--- config.mk ---
export PLATFORM = sky130hd
export DESIGN_NAME = pmi_top
export DESIGN_NICKNAME = d
export VERILOG_FILES = /design/src/hdl/pmi_top.v /design/src/hdl/pmi_unit.v
export VERILOG_INCLUDE_DIRS = /design/src /design/src/hdl
export SDC_FILE = /design/constraint.sdc
export NUM_CORES = 1
export LEC_CHECK = 0
export ABC_AREA = 1
export BUFFER_PORTS_ARGS = -buffer_cell sky130_fd_sc_hd__buf_2
export CORE_MARGIN = 2
export CORE_UTILIZATION = 23
export CTS_CLUSTER_DIAMETER = 150
export CTS_CLUSTER_SIZE = 20
export DETAILED_ROUTE_END_ITERATION = 10
export GPL_TIMING_DRIVEN = 0
export PLACE_DENSITY_LB_ADDON = 0.05
export SYNTH_ARGS = -nofsm -noshare
export SYNTH_HDL_FRONTEND = slang
export SYNTH_HIERARCHICAL = 1
export SYNTH_SLANG_ARGS = --single-unit
export TNS_END_PERCENT = 30
--- constraint.sdc ---
create_clock -name REF_CLK_IN -period 3.1 [get_ports REF_CLK_IN]
set_input_delay 0.62 -clock REF_CLK_IN [delete_from_list [all_inputs] [get_ports REF_CLK_IN]]
set_output_delay 0.62 -clock REF_CLK_IN [all_outputs]
set_load 0.005 [all_outputs]
--- src/hdl/pmi_map.vh ---
`ifndef PMI_MAP_VH
`define PMI_MAP_VH
// ==========================================================================
// Register byte addresses (per instance block, instance 1 adds 0x40)
`define PMI_A_ID          6'h00
`define PMI_A_MODE        6'h04
`define PMI_A_SRC         6'h08
`define PMI_A_MASK0       6'h0c
`define PMI_A_PAT0        6'h18
`define PMI_A_SNAP0       6'h24
`define PMI_A_IRQ_STAT    6'h30
`define PMI_A_IRQ_MASK    6'h34
`define PMI_A_PORT_STEP   4'h4
`define PMI_INST_BIT      6
// ==========================================================================
// Field layout
`define PMI_MODE_W        2
`define PMI_SRC_W         4
`define PMI_LANE_W        16
// ==========================================================================
// Trigger kinds
`define PMI_KIND_OFF      2'h0
`define PMI_KIND_STROBE   2'h1
`define PMI_KIND_MATCH    2'h2
`define PMI_KIND_EVENT    2'h3
// ==========================================================================
// Source select codes
`define PMI_SRC_BASE      4'h0
`define PMI_SRC_TC0       4'h2
`define PMI_SRC_PCLK0     4'h8
`define PMI_SRC_STB_A     4'hc
`define PMI_SRC_STB_B     4'hd
`define PMI_SRC_NSTB_A    4'he
`define PMI_SRC_NSTB_B    4'hf
// ==========================================================================
// Trigger codes offered to the programmable clocks
`define PMI_TRIG_CODE0    5'h10
`define PMI_TRIG_CODE1    5'h11
// ==========================================================================
// Timing: base sampling clock and system clock
`define PMI_BASE_MHZ      25
`define PMI_SYS_MHZ       100
`define PMI_BASE_DIV      (`PMI_SYS_MHZ / `PMI_BASE_MHZ)
// ==========================================================================
// AXI responses
`define PMI_RESP_OKAY     2'h0
`define PMI_RESP_SLVERR   2'h2
`endif

--- src/hdl/pmi_top.v ---
`timescale 1ns/1ns
`default_nettype none
`include "pmi_map.vh"
module pmi_top #(
   parameter       LANES    = 3,
   parameter [15:0] ID_VALUE = 16'h00a5   // Arbitrary identifier value
) (
   input  wire                REF_CLK_IN,      // 100 MHz clock
   input  wire                SYS_RST_IN,      // Sync reset, high
   input  wire                CLK_EN_IN,       // Freeze when low
   input  wire [LANES*16-1:0] LANE_BITS_IN,    // I/O line levels
   input  wire [5:0]          TIMER_TC_IN,     // Timer terminal counts
   input  wire [3:0]          PROG_CLK_IN,     // Programmable clocks
   input  wire                STROBE_A_IN,     // External strobe a
   input  wire                STROBE_B_IN,     // External strobe b
   input  wire [6:0]          S_AXI_AWADDR_IN, // Write address
   input  wire                S_AXI_AWVALID_IN,// Write address valid
   output reg                 S_AXI_AWREADY_OUT,// Write address ready
   input  wire [31:0]         S_AXI_WDATA_IN,  // Write data
   input  wire [3:0]          S_AXI_WSTRB_IN,  // Write strobes
   input  wire                S_AXI_WVALID_IN, // Write data valid
   output reg                 S_AXI_WREADY_OUT,// Write data ready
   output reg  [1:0]          S_AXI_BRESP_OUT, // Write response
   output reg                 S_AXI_BVALID_OUT,// Write response valid
   input  wire                S_AXI_BREADY_IN, // Write response ready
   input  wire [6:0]          S_AXI_ARADDR_IN, // Read address
   input  wire                S_AXI_ARVALID_IN,// Read address valid
   output reg                 S_AXI_ARREADY_OUT,// Read address ready
   output reg  [31:0]         S_AXI_RDATA_OUT, // Read data
   output reg  [1:0]          S_AXI_RRESP_OUT, // Read response
   output reg                 S_AXI_RVALID_OUT,// Read data valid
   input  wire                S_AXI_RREADY_IN, // Read data ready
   output reg  [1:0]          UNIT_TRIG_OUT,   // Per-unit detection pulses
   output reg                 IRQ_OUT          // Level interrupt
);
   // =======================================================================
   // Input synchronisers: pins pass two flops before any logic
   localparam SW = LANES*16 + 12;
   reg  [SW-1:0]       sync1_q;
   reg  [SW-1:0]       sync2_q;
   wire [LANES*16-1:0] io_s  = sync2_q[LANES*16-1:0];
   wire [5:0]          tc_s  = sync2_q[LANES*16+5:LANES*16];
   wire [3:0]          pc_s  = sync2_q[LANES*16+9:LANES*16+6];
   wire                sa_s  = sync2_q[LANES*16+10];
   wire                sb_s  = sync2_q[LANES*16+11];

   always @(posedge REF_CLK_IN) begin
      if (SYS_RST_IN) begin
         sync1_q <= {SW{1'b0}};
         sync2_q <= {SW{1'b0}};
      end else if (CLK_EN_IN) begin
         sync1_q <= {STROBE_B_IN, STROBE_A_IN, PROG_CLK_IN, TIMER_TC_IN,
                     LANE_BITS_IN};
         sync2_q <= sync1_q;
      end
   end

   // =======================================================================
   // Base 25 MHz tick derived from the system clock
   localparam [31:0] DIV_FULL = `PMI_BASE_DIV - 1;
   reg  [1:0] div_q;
   wire [1:0] div_last  = DIV_FULL[1:0];  // Cut to the divider width
   wire       base_tick = (div_q == 2'h0);
   always @(posedge REF_CLK_IN) begin
      if (SYS_RST_IN)
         div_q <= 2'h0;
      else if (CLK_EN_IN)
         div_q <= (div_q == div_last) ? 2'h0 : div_q + 2'h1;
   end

   // Source vector indexed by select code; code 1 is reserved, reads low
   wire [15:0] src_vec = {~sb_s, ~sa_s, sb_s, sa_s, pc_s, tc_s,
                          1'b0, base_tick};

   // =======================================================================
   // Configuration registers, one set per unit; interrupt status and mask are one shared set
   reg  [1:0]          kind_q [0:1];
   reg  [3:0]          src_q  [0:1];
   reg  [LANES*16-1:0] ign_q  [0:1];
   reg  [LANES*16-1:0] pat_q  [0:1];
   reg  [1:0]          stat_q;
   reg  [1:0]          imask_q;
   wire [LANES*16-1:0] snap_w [0:1];
   wire [1:0]          hit_w;

   // Both units are identical instances
   genvar gi;
   generate
      for (gi = 0; gi < 2; gi = gi + 1) begin : g_unit
         pmi_unit #(
            .LANES(LANES)
         ) u_unit (
            .clk      (REF_CLK_IN),
            .rst      (SYS_RST_IN),
            .ce       (CLK_EN_IN),
            .io_bits  (io_s),
            .src_vec  (src_vec),
            .base_tick(base_tick),
            .kind     (kind_q[gi]),
            .src_sel  (src_q[gi]),
            .ign      (ign_q[gi]),
            .pat      (pat_q[gi]),
            .snap_q   (snap_w[gi]),
            .hit_q    (hit_w[gi])
         );
      end
   endgenerate

   // =======================================================================
   // Per-lane word offsets, cut to the six offset bits on purpose
   wire [5:0] mask_off [0:LANES-1];
   wire [5:0] pat_off  [0:LANES-1];
   wire [5:0] snap_off [0:LANES-1];
   genvar go;
   generate
      for (go = 0; go < LANES; go = go + 1) begin : g_off
         wire [31:0] m_full = `PMI_A_MASK0 + go * `PMI_A_PORT_STEP;
         wire [31:0] p_full = `PMI_A_PAT0 + go * `PMI_A_PORT_STEP;
         wire [31:0] s_full = `PMI_A_SNAP0 + go * `PMI_A_PORT_STEP;
         assign mask_off[go] = m_full[5:0];
         assign pat_off[go]  = p_full[5:0];
         assign snap_off[go] = s_full[5:0];
      end
   endgenerate

   // =======================================================================
   // AXI4-Lite write path: address and data taken in either order
   reg        aw_have_q;
   reg        w_have_q;
   reg [6:0]  aw_addr_q;
   reg [31:0] w_data_q;
   reg [3:0]  w_strb_q;
   wire       wr_go = aw_have_q & w_have_q & ~S_AXI_BVALID_OUT;
   wire       wr_inst = aw_addr_q[`PMI_INST_BIT];
   wire [5:0] wr_off  = aw_addr_q[5:0];
   wire       wlo = w_strb_q[0];
   wire       whi = w_strb_q[1];
   reg        wr_hit;
   integer    li;   // Loop index of the write decode
   integer    lj;   // Loop index of the register write
   integer    lk;   // Loop index of the read multiplexer

   // Decode a write offset into a hit flag
   always @* begin
      wr_hit = 1'b0;
      if (wr_off == `PMI_A_MODE || wr_off == `PMI_A_SRC ||
          wr_off == `PMI_A_IRQ_STAT || wr_off == `PMI_A_IRQ_MASK)
         wr_hit = 1'b1;
      for (li = 0; li < LANES; li = li + 1) begin
         if (wr_off == mask_off[li] || wr_off == pat_off[li])
            wr_hit = 1'b1;
      end
   end

   // Bus handshake and register writes
   always @(posedge REF_CLK_IN) begin
      if (SYS_RST_IN) begin
         aw_have_q         <= 1'b0;
         w_have_q          <= 1'b0;
         aw_addr_q         <= 7'h00;
         w_data_q          <= 32'h0000_0000;
         w_strb_q          <= 4'h0;
         S_AXI_AWREADY_OUT <= 1'b0;
         S_AXI_WREADY_OUT  <= 1'b0;
         S_AXI_BVALID_OUT  <= 1'b0;
         S_AXI_BRESP_OUT   <= `PMI_RESP_OKAY;
         kind_q[0] <= `PMI_KIND_OFF;
         kind_q[1] <= `PMI_KIND_OFF;
         src_q[0]  <= `PMI_SRC_BASE;
         src_q[1]  <= `PMI_SRC_BASE;
         ign_q[0]  <= {LANES*16{1'b0}};
         ign_q[1]  <= {LANES*16{1'b0}};
         pat_q[0]  <= {LANES*16{1'b0}};
         pat_q[1]  <= {LANES*16{1'b0}};
         stat_q    <= 2'h0;
         imask_q   <= 2'h0;
      end else if (CLK_EN_IN) begin
         S_AXI_AWREADY_OUT <= ~aw_have_q & ~S_AXI_AWREADY_OUT;
         S_AXI_WREADY_OUT  <= ~w_have_q & ~S_AXI_WREADY_OUT;
         if (S_AXI_AWVALID_IN & S_AXI_AWREADY_OUT) begin
            aw_have_q <= 1'b1;
            aw_addr_q <= S_AXI_AWADDR_IN;
         end
         if (S_AXI_WVALID_IN & S_AXI_WREADY_OUT) begin
            w_have_q <= 1'b1;
            w_data_q <= S_AXI_WDATA_IN;
            w_strb_q <= S_AXI_WSTRB_IN;
         end
         if (S_AXI_BVALID_OUT & S_AXI_BREADY_IN)
            S_AXI_BVALID_OUT <= 1'b0;
         // Sticky status: a new hit wins over a write-one clear
         stat_q <= stat_q | hit_w;
         if (wr_go) begin
            aw_have_q        <= 1'b0;
            w_have_q         <= 1'b0;
            S_AXI_BVALID_OUT <= 1'b1;
            S_AXI_BRESP_OUT  <= wr_hit ? `PMI_RESP_OKAY : `PMI_RESP_SLVERR;
            if (wr_off == `PMI_A_MODE && wlo)
               kind_q[wr_inst] <= w_data_q[`PMI_MODE_W-1:0];
            if (wr_off == `PMI_A_SRC && wlo)
               src_q[wr_inst] <= w_data_q[`PMI_SRC_W-1:0];
            if (wr_off == `PMI_A_IRQ_STAT && wlo)
               stat_q <= (stat_q & ~w_data_q[1:0]) | hit_w;
            if (wr_off == `PMI_A_IRQ_MASK && wlo)
               imask_q <= w_data_q[1:0];
            for (lj = 0; lj < LANES; lj = lj + 1) begin
               if (wr_off == mask_off[lj]) begin
                  if (wlo) ign_q[wr_inst][lj*16 +: 8] <= w_data_q[7:0];
                  if (whi) ign_q[wr_inst][lj*16+8 +: 8] <= w_data_q[15:8];
               end
               if (wr_off == pat_off[lj]) begin
                  if (wlo) pat_q[wr_inst][lj*16 +: 8] <= w_data_q[7:0];
                  if (whi) pat_q[wr_inst][lj*16+8 +: 8] <= w_data_q[15:8];
               end
            end
         end
      end
   end

   // =======================================================================
   // AXI4-Lite read path: one cycle from address to data
   reg  [15:0] rd_val;
   reg         rd_hit;
   wire        rd_inst = S_AXI_ARADDR_IN[`PMI_INST_BIT];
   wire [5:0]  rd_off  = S_AXI_ARADDR_IN[5:0];

   // Read multiplexer; upper sixteen bits always read as zero
   always @* begin
      rd_val = 16'h0000;
      rd_hit = 1'b1;
      if (rd_off == `PMI_A_ID)
         rd_val = ID_VALUE;
      else if (rd_off == `PMI_A_MODE)
         rd_val = {14'h0000, kind_q[rd_inst]};
      else if (rd_off == `PMI_A_SRC)
         rd_val = {12'h000, src_q[rd_inst]};
      else if (rd_off == `PMI_A_IRQ_STAT)
         rd_val = {14'h0000, stat_q};
      else if (rd_off == `PMI_A_IRQ_MASK)
         rd_val = {14'h0000, imask_q};
      else
         rd_hit = 1'b0;
      for (lk = 0; lk < LANES; lk = lk + 1) begin
         if (rd_off == mask_off[lk]) begin
            rd_val = ign_q[rd_inst][lk*16 +: 16];
            rd_hit = 1'b1;
         end
         if (rd_off == pat_off[lk]) begin
            rd_val = pat_q[rd_inst][lk*16 +: 16];
            rd_hit = 1'b1;
         end
         if (rd_off == snap_off[lk]) begin
            rd_val = snap_w[rd_inst][lk*16 +: 16];
            rd_hit = 1'b1;
         end
      end
   end

   // Read handshake; a new address is taken only once data is gone
   always @(posedge REF_CLK_IN) begin
      if (SYS_RST_IN) begin
         S_AXI_ARREADY_OUT <= 1'b0;
         S_AXI_RVALID_OUT  <= 1'b0;
         S_AXI_RDATA_OUT   <= 32'h0000_0000;
         S_AXI_RRESP_OUT   <= `PMI_RESP_OKAY;
      end else if (CLK_EN_IN) begin
         S_AXI_ARREADY_OUT <= ~S_AXI_RVALID_OUT & ~S_AXI_ARREADY_OUT &
                              ~S_AXI_ARVALID_IN ? 1'b1 :
                              (~S_AXI_RVALID_OUT & ~S_AXI_ARREADY_OUT);
         if (S_AXI_ARVALID_IN & S_AXI_ARREADY_OUT) begin
            S_AXI_ARREADY_OUT <= 1'b0;
            S_AXI_RVALID_OUT  <= 1'b1;
            S_AXI_RDATA_OUT   <= {16'h0000, rd_val};
            S_AXI_RRESP_OUT   <= rd_hit ? `PMI_RESP_OKAY : `PMI_RESP_SLVERR;
         end else if (S_AXI_RVALID_OUT & S_AXI_RREADY_IN) begin
            S_AXI_RVALID_OUT <= 1'b0;
         end
      end
   end

   // =======================================================================
   // Outputs: trigger pulses for clock start/stop, and the level interrupt
   always @(posedge REF_CLK_IN) begin
      if (SYS_RST_IN) begin
         UNIT_TRIG_OUT <= 2'h0;
         IRQ_OUT       <= 1'b0;
      end else if (CLK_EN_IN) begin
         UNIT_TRIG_OUT <= hit_w;
         IRQ_OUT       <= |((stat_q | hit_w) & imask_q);
      end
   end
endmodule
`default_nettype wire

--- src/hdl/pmi_unit.v ---
`timescale 1ns/1ns
`default_nettype none
`include "pmi_map.vh"
// ==========================================================================
// One detection unit: trigger decode, compare, change and snapshot
module pmi_unit #(
   parameter LANES = 3
) (
   input  wire                    clk,          // System clock
   input  wire                    rst,          // Sync reset
   input  wire                    ce,           // Clock enable
   input  wire [LANES*16-1:0]     io_bits,      // Synchronised lines
   input  wire [15:0]             src_vec,      // Synchronised sources
   input  wire                    base_tick,    // 25 MHz sample tick
   input  wire [1:0]              kind,         // Trigger kind
   input  wire [3:0]              src_sel,      // Source select
   input  wire [LANES*16-1:0]     ign,          // Ignore masks
   input  wire [LANES*16-1:0]     pat,          // Match patterns
   output reg  [LANES*16-1:0]     snap_q,       // Snapshot registers
   output reg                     hit_q         // One-cycle detection
);
   reg                src_d1_q;
   reg  [1:0]         kind_q;
   reg  [3:0]         src_sel_q;
   // A kind or source change restarts detection; avoids a false edge
   wire               restart = (kind_q != kind) | (src_sel_q != src_sel);
   wire               src_now = src_vec[src_sel];
   wire               src_rise = src_now & ~src_d1_q;
   wire               sample;
   wire [LANES*16-1:0] mism = (io_bits ^ pat) & ~ign;
   wire [LANES*16-1:0] chg  = (io_bits ^ snap_q) & ~ign;
   reg                fire;

   // Strobe kind and base source sample on the tick; others sample on their rising edge
   assign sample = (kind == `PMI_KIND_STROBE || src_sel == `PMI_SRC_BASE)
                   ? base_tick : src_rise;

   // Trigger decision per kind; all lines whatever their direction
   always @* begin
      fire = 1'b0;
      case (kind)
         `PMI_KIND_MATCH:  fire = sample & ~|mism;
         `PMI_KIND_EVENT:  fire = sample & |chg;
         `PMI_KIND_STROBE: fire = base_tick & src_rise;
         default:          fire = 1'b0;
      endcase
   end

   // Edge memory, snapshot and pulse; a kind change restarts detection
   always @(posedge clk) begin
      if (rst) begin
         src_d1_q <= 1'b0;
         kind_q   <= `PMI_KIND_OFF;
         src_sel_q <= `PMI_SRC_BASE;
         snap_q   <= {LANES*16{1'b0}};
         hit_q    <= 1'b0;
      end else if (ce) begin
         kind_q    <= kind;
         src_sel_q <= src_sel;
         if ((kind == `PMI_KIND_STROBE ? base_tick : 1'b1) | restart)
            src_d1_q <= src_now;
         hit_q <= fire & ~restart;
         if (fire & ~restart)
            snap_q <= io_bits;
      end
   end
endmodule
`default_nettype wire

### Word-level counts from Yosys, hierarchy flattened

Memories as Yosys holds them, arrays and structs flattened.
Index checks and enable logic that the tools add are counted.

| word-level totals | value |
|---|---|
| memories kept | 4 |
| register bits after elaboration | 293 |
| bits of input ports | 118 |
| output and inout bits | 44 |
| word-level logic and storage cells | 317 |
| RAM bits | 204 |

| cells by class | value |
|---|---|
| add/subtract/negate cells | 1 |
| eq/ne operators | 34 |
| magnitude comparators | 3 |
| reductions and logical operators | 44 |
| muxes and demuxes | 146 |
| bitwise logic cells | 55 |

Memories:

| name | depth | width | read ports | clocked after Yosys merged registers in | wr ports | line | RTL |
|---|---|---|---|---|---|---|---|
| ign_q | 2 | 48 | 3 | 0 | 2 | pmi_top.v:79 | `reg [LANES*16-1:0] ign_q [0:1];` |
| pat_q | 2 | 48 | 3 | 0 | 2 | pmi_top.v:80 | `reg [LANES*16-1:0] pat_q [0:1];` |
| src_q | 2 | 4 | 3 | 0 | 2 | pmi_top.v:78 | `reg [3:0] src_q [0:1];` |
| kind_q | 2 | 2 | 3 | 0 | 2 | pmi_top.v:77 | `reg [1:0] kind_q [0:1];` |

Operators by type and width:

| cell | number |
|---|---|
| 48-bit OR reduction | 6 |
| 48-bit 2-to-1 mux | 5 |
| 48-bit bitwise AND | 4 |
| 48-bit bitwise XOR | 4 |
| 16-bit 2-to-1 mux | 9 |
| 1-bit 2-to-1 mux | 114 |
| 48-bit NOT | 2 |
| 6-bit == test, second input constant | 9 |
| 6-bit by 5-bit == test with 1-bit output, second input constant | 8 |
| 6-bit by 4-bit == test with 1-bit output, second input constant | 4 |
| 2-bit AND reduction | 12 |
| 1-bit bitwise AND | 21 |
| 2-bit 2-to-1 mux | 8 |
| 1-bit NOT | 14 |
| 6-bit by 3-bit == test with 1-bit output, second input constant | 2 |
| 4-bit 2-to-1 mux | 3 |
| 6-bit 2-to-1 mux | 2 |
| 2-bit == test, second input constant | 5 |
| 4-bit by 5-bit less-than comparator with 1-bit output, second input constant | 2 |
| 1-bit binary-select mux with 4-bit select | 2 |
| 4-bit logical NOT | 2 |
| 1-bit logical OR | 8 |
| 8-bit 2-to-1 mux | 1 |
| 4-bit inequality test | 2 |
| other kinds (18) | 34 |

### Longest topological paths before layout

Gate-level depths: netlist of run 1.

| logic depth | value |
|---|---|
| depth in word-level cells | 16 |
| depth in mapped cells | 16 |
| mapped depth without buffers | 15 |

### Hierarchy

The synthesis of run 1 kept the hierarchy.

Modules (own cells, without submodules):

| module | cells an instance | seq. area each (um2) | times used | area an instance (um2) |
|---|---|---|---|---|
| pmi_top | 1931 | 9709.3 | 1 | 16558.4 |
| pmi_unit | 912 | 1121.1 | 2 | 4863.4 |

### Worst setup path after synthesis of run 1

OpenSTA, ideal clock, no wires.

| timing | value |
|---|---|
| kind | input to register |
| start point | input CLK_EN_IN |
| end point | memory pat_q[0][40] (netlist bit) (enable) |
| data arrival time | 1863 ps |
| setup time | 329 ps |
| buffers on the path | 2 |
| required time | 2771 ps |
| slack | 908 ps |
| stages | 6 |
| cells stage by stage | buf_2 nand3_1 nor3_1 buf_2 nand3_1 nand2_1 |

RTL lines:

| element | line | RTL |
|---|---|---|
| from (decl) | pmi_top.v:10 | `input wire CLK_EN_IN,` |
| to (decl) | pmi_top.v:80 |  |

### Worst setup path in the final report of run 1

| timing | value |
|---|---|
| start point | input S_AXI_ARADDR_IN[6] |
| end point | register S_AXI_RDATA_OUT[11] |

| on the way | value |
|---|---|
| longest elaborated chain between the ends | 11 |
| elaborated cells on any way between the ends | 15 |
| those cells by class | 12 x mux; 1 x bitwise; 2 x memory |

Ends and longest elaborated chain:

| element | line | RTL |
|---|---|---|
| from (decl) | pmi_top.v:26 | `input wire [6:0] S_AXI_ARADDR_IN,` |
| branches (longest 10 deep; another with memory 2 x 48 bit) | -- |  |
| 16-bit 2-to-1 mux (*) | pmi_top.v:252 | `if (rd_off == snap_off[lk]) begin` |
| to (signal assigned) | pmi_top.v:273 | `S_AXI_RDATA_OUT <= {16'h0000, rd_val};` |
| to (decl) | pmi_top.v:29 | `output reg [31:0] S_AXI_RDATA_OUT,` |

Mark *: on every way between the ends. The select of a mux whose other input is x is not followed.
A chain may end at the register's enable or synchronous reset.

==> impl_metrics.json, run 1 <==
{
  "outcome": "finished with violations",
  "violations": "setup timing",
  "hold_violations": 0,
  "hold_class": "input pin to flip-flop",
  "drive_gt1_frac": 0.1080,
  "clkSinkCount": 495,
  "utilization": 0.2629,
  "antenna_found_initial": 15,
  "finalSetupViolCount": 3,
  "cts_tree": "yes",
  "drv_cap": 0,
  "timing.fmax_ghz": 0.2935,
  "final.setup.worst_slack_ns": -0.3067,
  "synth-adder-area-share": 0.0009520,
  "rsz0062_at_grt": "yes",
  "routed-via-count": 25310,
  "clk-insertion-delay-late_ns": 0.69,
  "rows": 124,
  "synth_top_area_share": 0.2331,
  "p_leak_uw": 0.01218,
  "crit_arrival_ns": 3.98,
  "synth.distinct_cells": 43,
  "final_antenna_net_count": 0,
  "p_int_uw": 9198,
  "synth_xor_area_frac": 0.005331,
  "pwr-share-seq": 0.549,
  "cp_max_fo": 10,
  "multiInputGateArea_um2": 12100,
  "ir_drop_v": 0.0004531,
  "swShare": 0.3122,
  "cts_hold_buf": 0,
  "nets": 4054,
  "max_slew_margin": 0.03732,
  "via_per_inst": 4.627,
  "drtIter0Drc": 2309,
  "gp_congestion": 0.9440,
  "regArea_um2": 11970,
  "ioPinCount": 162,
  "hpwl_um": 111300,
  "wire_per_inst_um": 26.01,
  "synth_area_leaders": "edfxtp_1 23%, dfxtp_1 22%, nand2_1 14%, nor2_1 12%, inv_1 5.4%",
  "synth.area.mux_share": 0.0007616,
  "htreeDepth": 1,
  "clock_power_share": 0.318,
  "fin_tns_setup_ns": -0.4323,
  "ys_warn_count": 6,
  "cts_buffers": 28,
  "start_util": 0.2308,
  "tightest_slew_ns": 1.444,
  "finalCritPeriodShare": 1.099,
  "clock_path_buffers": 3,
  "grt_pass1_wl_um": 194600,
  "ys_ff_latch": 495,
  "combPwrFrac": 0.133,
  "grt_use_total": 0.2392,
  "portBuffers": 124,
  "clock-root-buffer": "clkbuf_16",
  "avgSynthCellArea_um2": 7.000,
  "p_per_area_nw_per_um2": 446.7,
  "gr-total-overflow": 0,
  "clkTransAtPathRegs_ns": 0.09,
  "min_period_ns": 3.407,
  "grt_pass1_vias": 23670,
  "final_area_um2": 29940,
  "syn2layout_area_growth_pct": 13.92,
  "yosys.area.top_type": "edfxtp_1",
  "dieHeight_um": 342.1,
  "synth_area_um2": 26290,
  "cp.required_ns": 3.68,
  "design.die.area_um2": 117000,
  "seq_area_frac_synth": 0.4547,
  "final_cell_mix": "933 x nand2_1, 827 x nor2_1, 376 x inv_1, 280 x dfxtp_1, 235 x nand3_1",
  "synth_compound_area_frac": 0.1134,
  "drc": 0,
  "criticalPathCategory": "input pin to flip-flop",
  "routed_wirelength_um": 142200,
  "n_fill_cell": 12920,
  "grt_max_degree": 22,
  "final_common_cell": "nand2_1",
  "fin_hold_ws_ns": 0.1615,
  "core_um2": 113900,
  "power_switching_uw": 4176,
  "synthSimpleGateAreaFrac": 0.3305,
  "dpl_cell_area_um2": 28870,
  "r2r_slack_ns": 0.01,
  "worst_setup_path_end_kind": "flip-flop",
  "die_x_um": 342.1,
  "dr.pass1.iters": 7,
  "final_max_slew_viol_count": 0,
  "clock_skew_ns": 0.06926,
  "synth_top_family_by_area": "simple AND/OR/NAND/NOR gates",
  "synthCells": 3755,
  "startpoint_type": "input pin"
}
## critical path, stage by stage
cell	delay [ns]
buf_4	0.18
buf_6	0.17
buf_1	0.60
nand2_1	0.21
a21oi_1	0.12
nor3_1	0.41
nand2_1	0.14
nor4_2	0.69
o311ai_0	0.60
nand2_1	0.17
inv_1	0.05
## sequential cells by signal, summed over array words and instances, names as in the netlist, 7 cells and up
signal,flops
S_AXI_RDATA_OUT,16
aw_addr_q,7
g_unit.u_unit/snap_q,96
g_unit.u_unit/src_sel_q,8
ign_q,96
pat_q,96
src_q,8
sync1_q,60
sync2_q,60
w_data_q,16
## power by group through the flow
| stage | combinational, uW | clock [uW] | sequential [uW] |
|---|---|---|---|
| 6_report | 1780 | 4250 | 7340 |
| 5_1_grt | 1940 | 4610 | 7370 |
| 2_1_floorplan | 967 | 0 | 7310 |
| 3_5_place_dp | 1770 | 0 | 7490 |
| 3_3_place_gp | 1770 | 0 | 7490 |
| 4_1_cts | 1780 | 4440 | 7340 |
## metal layers
metal	GRT usage	wire length, um	vias up
li1	-	-	12250
met1	0.3314	64950	12140
met2	0.3926	64380	771
met3	0.02658	8034	132
met4	0.06643	4843	8
met5	0	39	-
## metrics by stage
stage | power (uW) | setup WS [ns] | cells
floorplan | 8277 | 0.9081 | 3774
finish | 13370 | -0.3067 | 5469
detailed placement | 9259 | -1.267 | 5410
global placement | 9267 | -1.253 | 5410
global route | 13930 | -0.08878 | 5465
CTS | 13560 | -0.06754 | 5461
## cells in the mapped netlist
cell type	count
nand3_1	243
nand3b_1	8
nand2_2	7
o2111ai_1	1
buf_4	32
o21ai_1	2
nand2_1	949
o211ai_1	33
edfxtp_1	204
buf_6	6
nor2_4	10
xnor2_1	8
conb_1	1
o41ai_1	1
a21oi_1	195
or2_2	33
a211oi_1	5
or2_0	7
o311ai_0	3
or4_1	1
mux2i_1	2
a21o_1	2
o21a_1	5
nand4_1	19
o31ai_1	2
buf_12	6
buf_2	39
dfxtp_1	291
a31oi_1	4
clkinv_1	2
ha_1	2
o311ai_1	3
xor2_1	8
nor3_1	21
buf_1	13
a21oi_2	60
nor2_1	827
nor2_2	3
nor4_1	14
inv_1	376
clkbuf_1	92
o21ai_0	204
inv_2	11
## layout make-up
type | count | share of cell area
Sequential cell | 495 | 0.3997
Inverter | 389 | 0.04876
Clock buffer | 47 | 0.02578
Antenna cell | 4 | 0.0003343
Clock inverter | 2 | 0.001212
Tap cell | 1512 | 0.06318
Multi-Input combinational cell | 2702 | 0.4042
Buffer | 188 | 0.03464
Timing Repair Buffer | 130 | 0.02223
## cell families (layout without fill, tap and decap cells)
family | Yosys count | count (layout)
fa+ha+maj | 2 | 2
buf+inv | 577 | 756
mux | 2 | 2
other cells | 1 | 24
simple gates | 2142 | 2142
compound gates | 520 | 520
xor+xnor | 16 | 16
flops | 495 | 495
## repair_timing
action	in CTS	in global routing
buffers inserted	2	4
gates cloned	0	0
pin swaps	2	1
endpoints found under the setup margin	184	107
resized for setup	42	25
## worst paths after layout
path	endpoint	cells past startpoint	from
max reg2reg	g_unit[0].u_unit/snap_q[6]	12	sync2_q[18]
min reg2reg	aw_addr_q[1]	2	aw_addr_q[1]
max	S_AXI_RDATA_OUT[11]	11	S_AXI_ARADDR_IN[6]
min	sync1_q[49]	3	TIMER_TC_IN[1]
Note: power is estimated with default switching activity, not from simulation.
==> run 2, diff against run 1 <==
--- a/config.mk
+++ b/config.mk
@@ -6,7 +6,6 @@
 export SDC_FILE = /design/constraint.sdc
 export NUM_CORES = 1
 export LEC_CHECK = 0
-export ABC_AREA = 1
 export BUFFER_PORTS_ARGS = -buffer_cell sky130_fd_sc_hd__buf_2
 export CORE_MARGIN = 2
 export CORE_UTILIZATION = 23
==> run 2 against run 1 <==
The run still ends with setup timing left. Via count down 25%. Sequential power is essentially flat. Highest routed layer is now met4. Synthesized cell count decreased by 37%. Clock-buffer cell count fell by 5. Non-clock buffer count decreased by 28. Largest power group unchanged.
==> impl_metrics.json, run 2 <==
{
  "synthCells": 2377,
  "rsz0062_at_grt": "yes",
  "clock_path_buffers": 3,
  "design.die.area_um2": 111200,
  "final.setup.worst_slack_ns": -0.1647,
  "startpoint_type": "input pin",
  "drtIter0Drc": 1477,
  "min_period_ns": 3.265,
  "grt_use_total": 0.2193,
  "combPwrFrac": 0.103,
  "ys.flop_type": "dfxtp_1",
  "r2r_slack_ns": -0.05,
  "dpl_cell_area_um2": 27410,
  "syn2layout_area_growth_pct": 13.72,
  "final_common_cell": "mux2i_1",
  "clock-root-buffer": "clkbuf_16",
  "gr-total-overflow": 0,
  "clkTransAtPathRegs_ns": 0.10,
  "swShare": 0.2777,
  "via_per_inst": 4.752,
  "crit_arrival_ns": 3.83,
  "avgSynthCellArea_um2": 10.50,
  "drive_gt1_frac": 0.1321,
  "fin_tns_setup_ns": -0.2471,
  "synth_area_leaders": "edfxtp_1 25%, dfxtp_1 23%, mux2i_1 15%, xnor2_1 7.0%, nand2b_1 4.9%",
  "hold_class": "input pin to flip-flop",
  "seq_area_frac_synth": 0.4786,
  "p_int_uw": 9181,
  "wire_per_inst_um": 31.31,
  "drc": 0,
  "final_antenna_net_count": 0,
  "grt_pass1_vias": 19200,
  "dr_wl_met3_um": 5308,
  "finalSetupViolCount": 5,
  "cts_hold_buf": 0,
  "yosys.cell_count.top_type": "mux2i_1",
  "final_area_um2": 28400,
  "pwr-share-seq": 0.577,
  "cts_tree": "yes",
  "drv_cap": 0,
  "ys_ff_latch": 495,
  "violations": "setup timing",
  "crit_slowest_cell": "a2111oi_1",
  "hold_violations": 0,
  "cts_buffers": 28,
  "htreeDepth": 1,
  "dieHeight_um": 333.5,
  "fin_hold_ws_ns": 0.1837,
  "utilization": 0.2645,
  "worst_setup_path_end_kind": "flip-flop",
  "final_cell_mix": "376 x mux2i_1, 263 x dfxtp_1, 226 x nor2_1, 204 x edfxtp_1, 195 x nand2b_1",
  "max_slew_margin": 0.02024,
  "p_per_area_nw_per_um2": 447.6,
  "clock_power_share": 0.320,
  "synth.distinct_cells": 61,
  "synth_top_area_share": 0.2453,
  "ys_warn_count": 6,
  "grt_pass1_wl_um": 167700,
  "wl_met2_um": 57640,
  "synth_area_um2": 24970,
  "ir_drop_v": 0.0004592,
  "ioPinCount": 162,
  "routed_wirelength_um": 124300,
  "clk-insertion-delay-late_ns": 0.67,
  "rows": 120,
  "synthTopCellsByCount": "376 x mux2i_1, 291 x dfxtp_1, 231 x nor2_1",
  "critPathBufInv": 3,
  "top_layer": "met4",
  "dp_slack_ns": -1.362,
  "outcome": "finished with violations",
  "synth_edf_count": 204,
  "criticalPathCategory": "input pin to flip-flop",
  "cp_max_fo": 10,
  "async_flop_share": 0,
  "power_switching_uw": 3530,
  "core_um2": 107400,
  "timing.fmax_ghz": 0.3063,
  "die_x_um": 333.5,
  "final_max_slew_viol_count": 0,
  "crit_family": "compound AO/OA/AOI/OAI gates",
  "finalCritPeriodShare": 1.053,
  "yosys.area.top_type": "edfxtp_1",
  "biggestRegsByFlops": "g_unit.u_unit/snap_q x96, ign_q x96, pat_q x96",
  "wl_met1_um": 56820,
  "critPathMaxStageDelay_ns": 1.06,
  "portBuffers": 122,
  "p_leak_uw": 0.009867,
  "tightest_slew_ns": 1.470,
  "dr.pass1.iters": 5,
  "hpwl_um": 102200,
  "start_util": 0.2326,
  "antenna_found_initial": 2,
  "crit_top_cell": "buf_2",
  "clock_skew_ns": 0.05832,
  "routed-via-count": 18860,
  "nets": 2672,
  "grt_max_degree": 22,
  "cp.required_ns": 3.67,
  "gp_congestion": 0.9756,
  "clkSinkCount": 495,
  "path_cells": "buf_2 -> buf_2 -> buf_2 -> a211oi_1 -> a2111oi_1 -> o311ai_0 -> nand3_1"
}
## run 2: through the flow
| step | power, uW | cells |
|---|---|---|
| after floorplan | 8044 | 2396 |
| after global placement | 8779 | 3921 |
| after detailed placement | 8782 | 3921 |
| after CTS | 12910 | 3969 |
| after global routing | 13210 | 3969 |
| final | 12710 | 3970 |
## run 2: final timing paths
path | from | depth (start not counted) | end
hold reg to reg | g_unit[0].u_unit/src_d1_q | 2 | g_unit[0].u_unit/src_d1_q
setup reg to reg | S_AXI_ARREADY_OUT | 5 | S_AXI_RDATA_OUT[1]
hold / removal | S_AXI_AWADDR_IN[6] | 3 | aw_addr_q[6]
setup / recovery | S_AXI_ARADDR_IN[6] | 7 | S_AXI_RDATA_OUT[1]
## run 2: tightest hold or removal path, stage by stage
cell	delay (ns)
buf_2	0.08
mux2i_1	0.05
nor2_1	0.07
## run 2: kinds of logic after synthesis
group | synth area share
buffers and inverters | 0.03392
adders and majority gates | 0.001002
AOI/OAI and AO/OA | 0.06609
and+or+nand+nor | 0.1804
xor gates and xnor gates | 0.07190
other | 0.0001502
DFF | 0.4786
muxes | 0.1679
## run 2: repair_timing
| item | CTS | global route |
|---|---|---|
| setup endpoints to repair | 212 | 76 |
| cloned | 0 | 0 |
| setup buffers | 4 | 0 |
| gates resized for setup | 37 | 23 |
| pin swaps | 1 | 0 |
## run 2: area by class of cell
type                       instances  area [um^2]
fill                           11380        78960
multi-input combinational       1730        12360
sequential                       495        11990
tap                             1403         1755
buffer                           164        834.6
clock buffer                      42        753.2
timing repair buffer             126        640.6
clock inverter                     2        36.28
inverter                           7        26.28
antenna                            1        2.502
## run 2: power groups by stage
stage / clock (uW) / sequential, uW / combinational (uW)
2_1_floorplan: 0 / 7240 / 806
3_3_place_gp: 0 / 7470 / 1310
3_5_place_dp: 0 / 7470 / 1310
4_1_cts: 4260 / 7320 / 1330
5_1_grt: 4460 / 7340 / 1400
6_report: 4070 / 7330 / 1310
## run 2: per-layer routing
layer | vias to the layer above | global-route usage
li1 | 8681 | -
met1 | 9435 | 0.2969
met2 | 596 | 0.3660
met3 | 152 | 0.02145
met4 | 0 | 0.07028
met5 | - | 0
==> run 3, diff against run 2 <==
--- a/config.mk
+++ b/config.mk
@@ -14,6 +14,7 @@
 export DETAILED_ROUTE_END_ITERATION = 10
 export GPL_TIMING_DRIVEN = 0
 export PLACE_DENSITY_LB_ADDON = 0.05
+export SETUP_SLACK_MARGIN = 0.3
 export SYNTH_ARGS = -nofsm -noshare
 export SYNTH_HDL_FRONTEND = slang
 export SYNTH_HIERARCHICAL = 1
==> run 3 against run 2 <==
The flow still finishes with violations (setup timing). Fmax up 5.3%. Sequential share of layout area down 0.40 points. Core utilization up 0.27 points. Combinational power about the same. Power up 0.25%. Non-clock buffer count up 13. Worst setup slack better by 0.16 ns. Global-route usage up 0.094 points. Sequential power about the same. Critical path type unchanged. Critical endpoint is now S_AXI_RDATA_OUT[2]. Largest cell class unchanged.
==> impl_metrics.json, run 3 (synthesis gave the netlist of run 2 again) <==
{
  "worstRegToRegCells": 10,
  "dieHeight_um": 333.5,
  "dp_slack_ns": -1.362,
  "antenna_found_initial": 5,
  "grt_use_total": 0.2202,
  "final_cells": 3983,
  "outcome": "finished with violations",
  "crit_cells": 7,
  "rsz0062_at_grt": "yes",
  "hold_violations": 0,
  "cp_max_fo": 10,
  "tightest_slew_ns": 1.469,
  "routed_wirelength_um": 124700,
  "ioPinCount": 162,
  "final_antenna_net_count": 0,
  "grt_max_degree": 22,
  "cts_tree": "yes",
  "drc": 0,
  "critPathMaxStageDelay_ns": 0.87,
  "hpwl_um": 102200,
  "syn2layout_area_growth_pct": 14.88,
  "nets": 2685,
  "core_um2": 107400,
  "path_cells": "buf_2 -> buf_2 -> buf_1 -> mux2i_1 -> o221ai_1 -> o21ai_1 -> a211oi_1",
  "r2r_start": "sync2_q[38]",
  "cp.required_ns": 3.55,
  "ir_drop_v": 0.0004637,
  "routed-via-count": 19000,
  "crit_path_end": "S_AXI_RDATA_OUT[2]",
  "critPathBufInv": 3,
  "clk-insertion-delay-late_ns": 0.68,
  "r2r_slack_ns": 0.23,
  "portBuffers": 122,
  "startpoint_type": "input pin",
  "clock_path_buffers": 3,
  "final_common_cell": "mux2i_1",
  "p_leak_uw": 0.009987,
  "clkSinkCount": 495,
  "dr.pass1.iters": 6,
  "wire_per_inst_um": 31.31,
  "hold_class": "input pin to flip-flop",
  "violations": "setup timing",
  "biggestRegsByFlops": "g_unit.u_unit/snap_q x96, ign_q x96, pat_q x96",
  "worst_setup_path_end_kind": "flip-flop",
  "finalSetupViolCount": 1,
  "via_per_inst": 4.770,
  "crit_family": "buffers and inverters",
  "startpoint": "S_AXI_ARADDR_IN[6]",
  "clkTransAtPathRegs_ns": 0.09,
  "grt_pass1_wl_um": 168400,
  "htreeDepth": 1,
  "p_total_uw": 12740,
  "crit_slowest_cell": "buf_1",
  "final_max_slew_viol_count": 0,
  "grt_pass1_vias": 19290,
  "timing.fmax_ghz": 0.3225,
  "clock_skew_ns": 0.06173,
  "gr-total-overflow": 0,
  "grt_use_met2": 0.3646,
  "r2r_end": "g_unit[1].u_unit/snap_q[14]",
  "final.setup.worst_slack_ns": -0.001210,
  "final_cell_mix": "373 x mux2i_1, 259 x dfxtp_1, 220 x nor2_1, 204 x edfxtp_1, 195 x nand2b_1",
  "gp_congestion": 0.9756,
  "crit_arrival_ns": 3.55,
  "clock-root-buffer": "clkbuf_16",
  "die_x_um": 333.5,
  "cts_buffers": 28,
  "design.die.area_um2": 111200,
  "start_util": 0.2326,
  "drv_cap": 0,
  "dpl.cell_count": 3921,
  "criticalPathCategory": "input pin to flip-flop",
  "finalCritPeriodShare": 1.000,
  "use_met1": 0.2979,
  "rows": 120,
  "p_per_area_nw_per_um2": 444.2,
  "drtIter0Drc": 1550,
  "max_slew_margin": 0.02085,
  "busiest_layer": "met2",
  "crit_top_cell": "buf_2",
  "drive_gt1_frac": 0.1501,
  "fin_hold_ws_ns": 0.1845,
  "grt_util_met3": 0.02169,
  "min_period_ns": 3.101,
  "cts_hold_buf": 0
}
## run 3: cell count changes in the layout (fill, tap and decap cells not counted), moves of 4 or more
cell	previous run	this run
nor2_2	5	10
dfxtp_1	263	259
clkbuf_2	8	15
buf_4	32	38
xnor2_1	194	190
buf_6	10	14
nor2_1	226	220
xnor2_2	6	10
clkbuf_1	91	84
## run 3: worst min-delay path: cells and delay by family
kind          cells  cell delay [ns]
buf+inv           1             0.08
simple gates      1             0.07
mux               1             0.05
## run 3: worst min-delay path by stage
stage	start	slack [ns]	cells past startpoint	to
2_1_floorplan	S_AXI_RDATA_OUT[10]	0.44	2	S_AXI_RDATA_OUT[10]
3_5_place_dp	g_unit[0].u_unit/src_d1_q	0.46	2	g_unit[0].u_unit/src_d1_q
4_1_cts	S_AXI_WDATA_IN[1]	0.14	3	w_data_q[1]
5_1_grt	S_AXI_WDATA_IN[4]	0.16	3	w_data_q[4]
6_report	S_AXI_AWADDR_IN[6]	0.18	3	aw_addr_q[6]
3_3_place_gp	g_unit[1].u_unit/src_d1_q	0.46	2	g_unit[1].u_unit/src_d1_q
## run 3: through the flow
step             util  setup TNS (ns)  instance area, um^2
2_1_floorplan       -               0                25040
3_3_place_gp   0.2553         -258.17                27410
3_5_place_dp   0.2553         -238.14                27410
4_1_cts        0.2667               0                28630
5_1_grt        0.2672               0                28680
6_report       0.2672       -0.001210                28690
## run 3: cell type report
| class | count | area, um^2 |
|---|---|---|
| timing repair buffer | 139 | 754.5 |
| tap | 1403 | 1755 |
| clock buffer | 42 | 753.2 |
| sequential | 495 | 11990 |
| antenna | 1 | 2.502 |
| multi-input combinational | 1730 | 12480 |
| inverter | 7 | 26.28 |
| buffer | 164 | 884.6 |
| clock inverter | 2 | 36.28 |
| fill | 11360 | 78670 |
## run 3: repair_timing
| item | in CTS | in global routing |
|---|---|---|
| pin swaps | 9 | 2 |
| setup endpoints to repair | 447 | 293 |
| buffers inserted | 14 | 3 |
| resized for setup | 94 | 20 |
## run 3: per-layer routing
layer  share of wire  vias to the layer above
met1            0.46                     9487
met2            0.46                      641
li1                -                     8709
met3           0.041                      160
met4           0.040                        0
met5               0                        -
## run 3: report_power, final
group | internal [uW] | switching [uW] | leakage, uW
clock network | 1690 | 2380 | 0.000377
registers | 6960 | 367 | 0.00449
logic | 538 | 801 | 0.00512
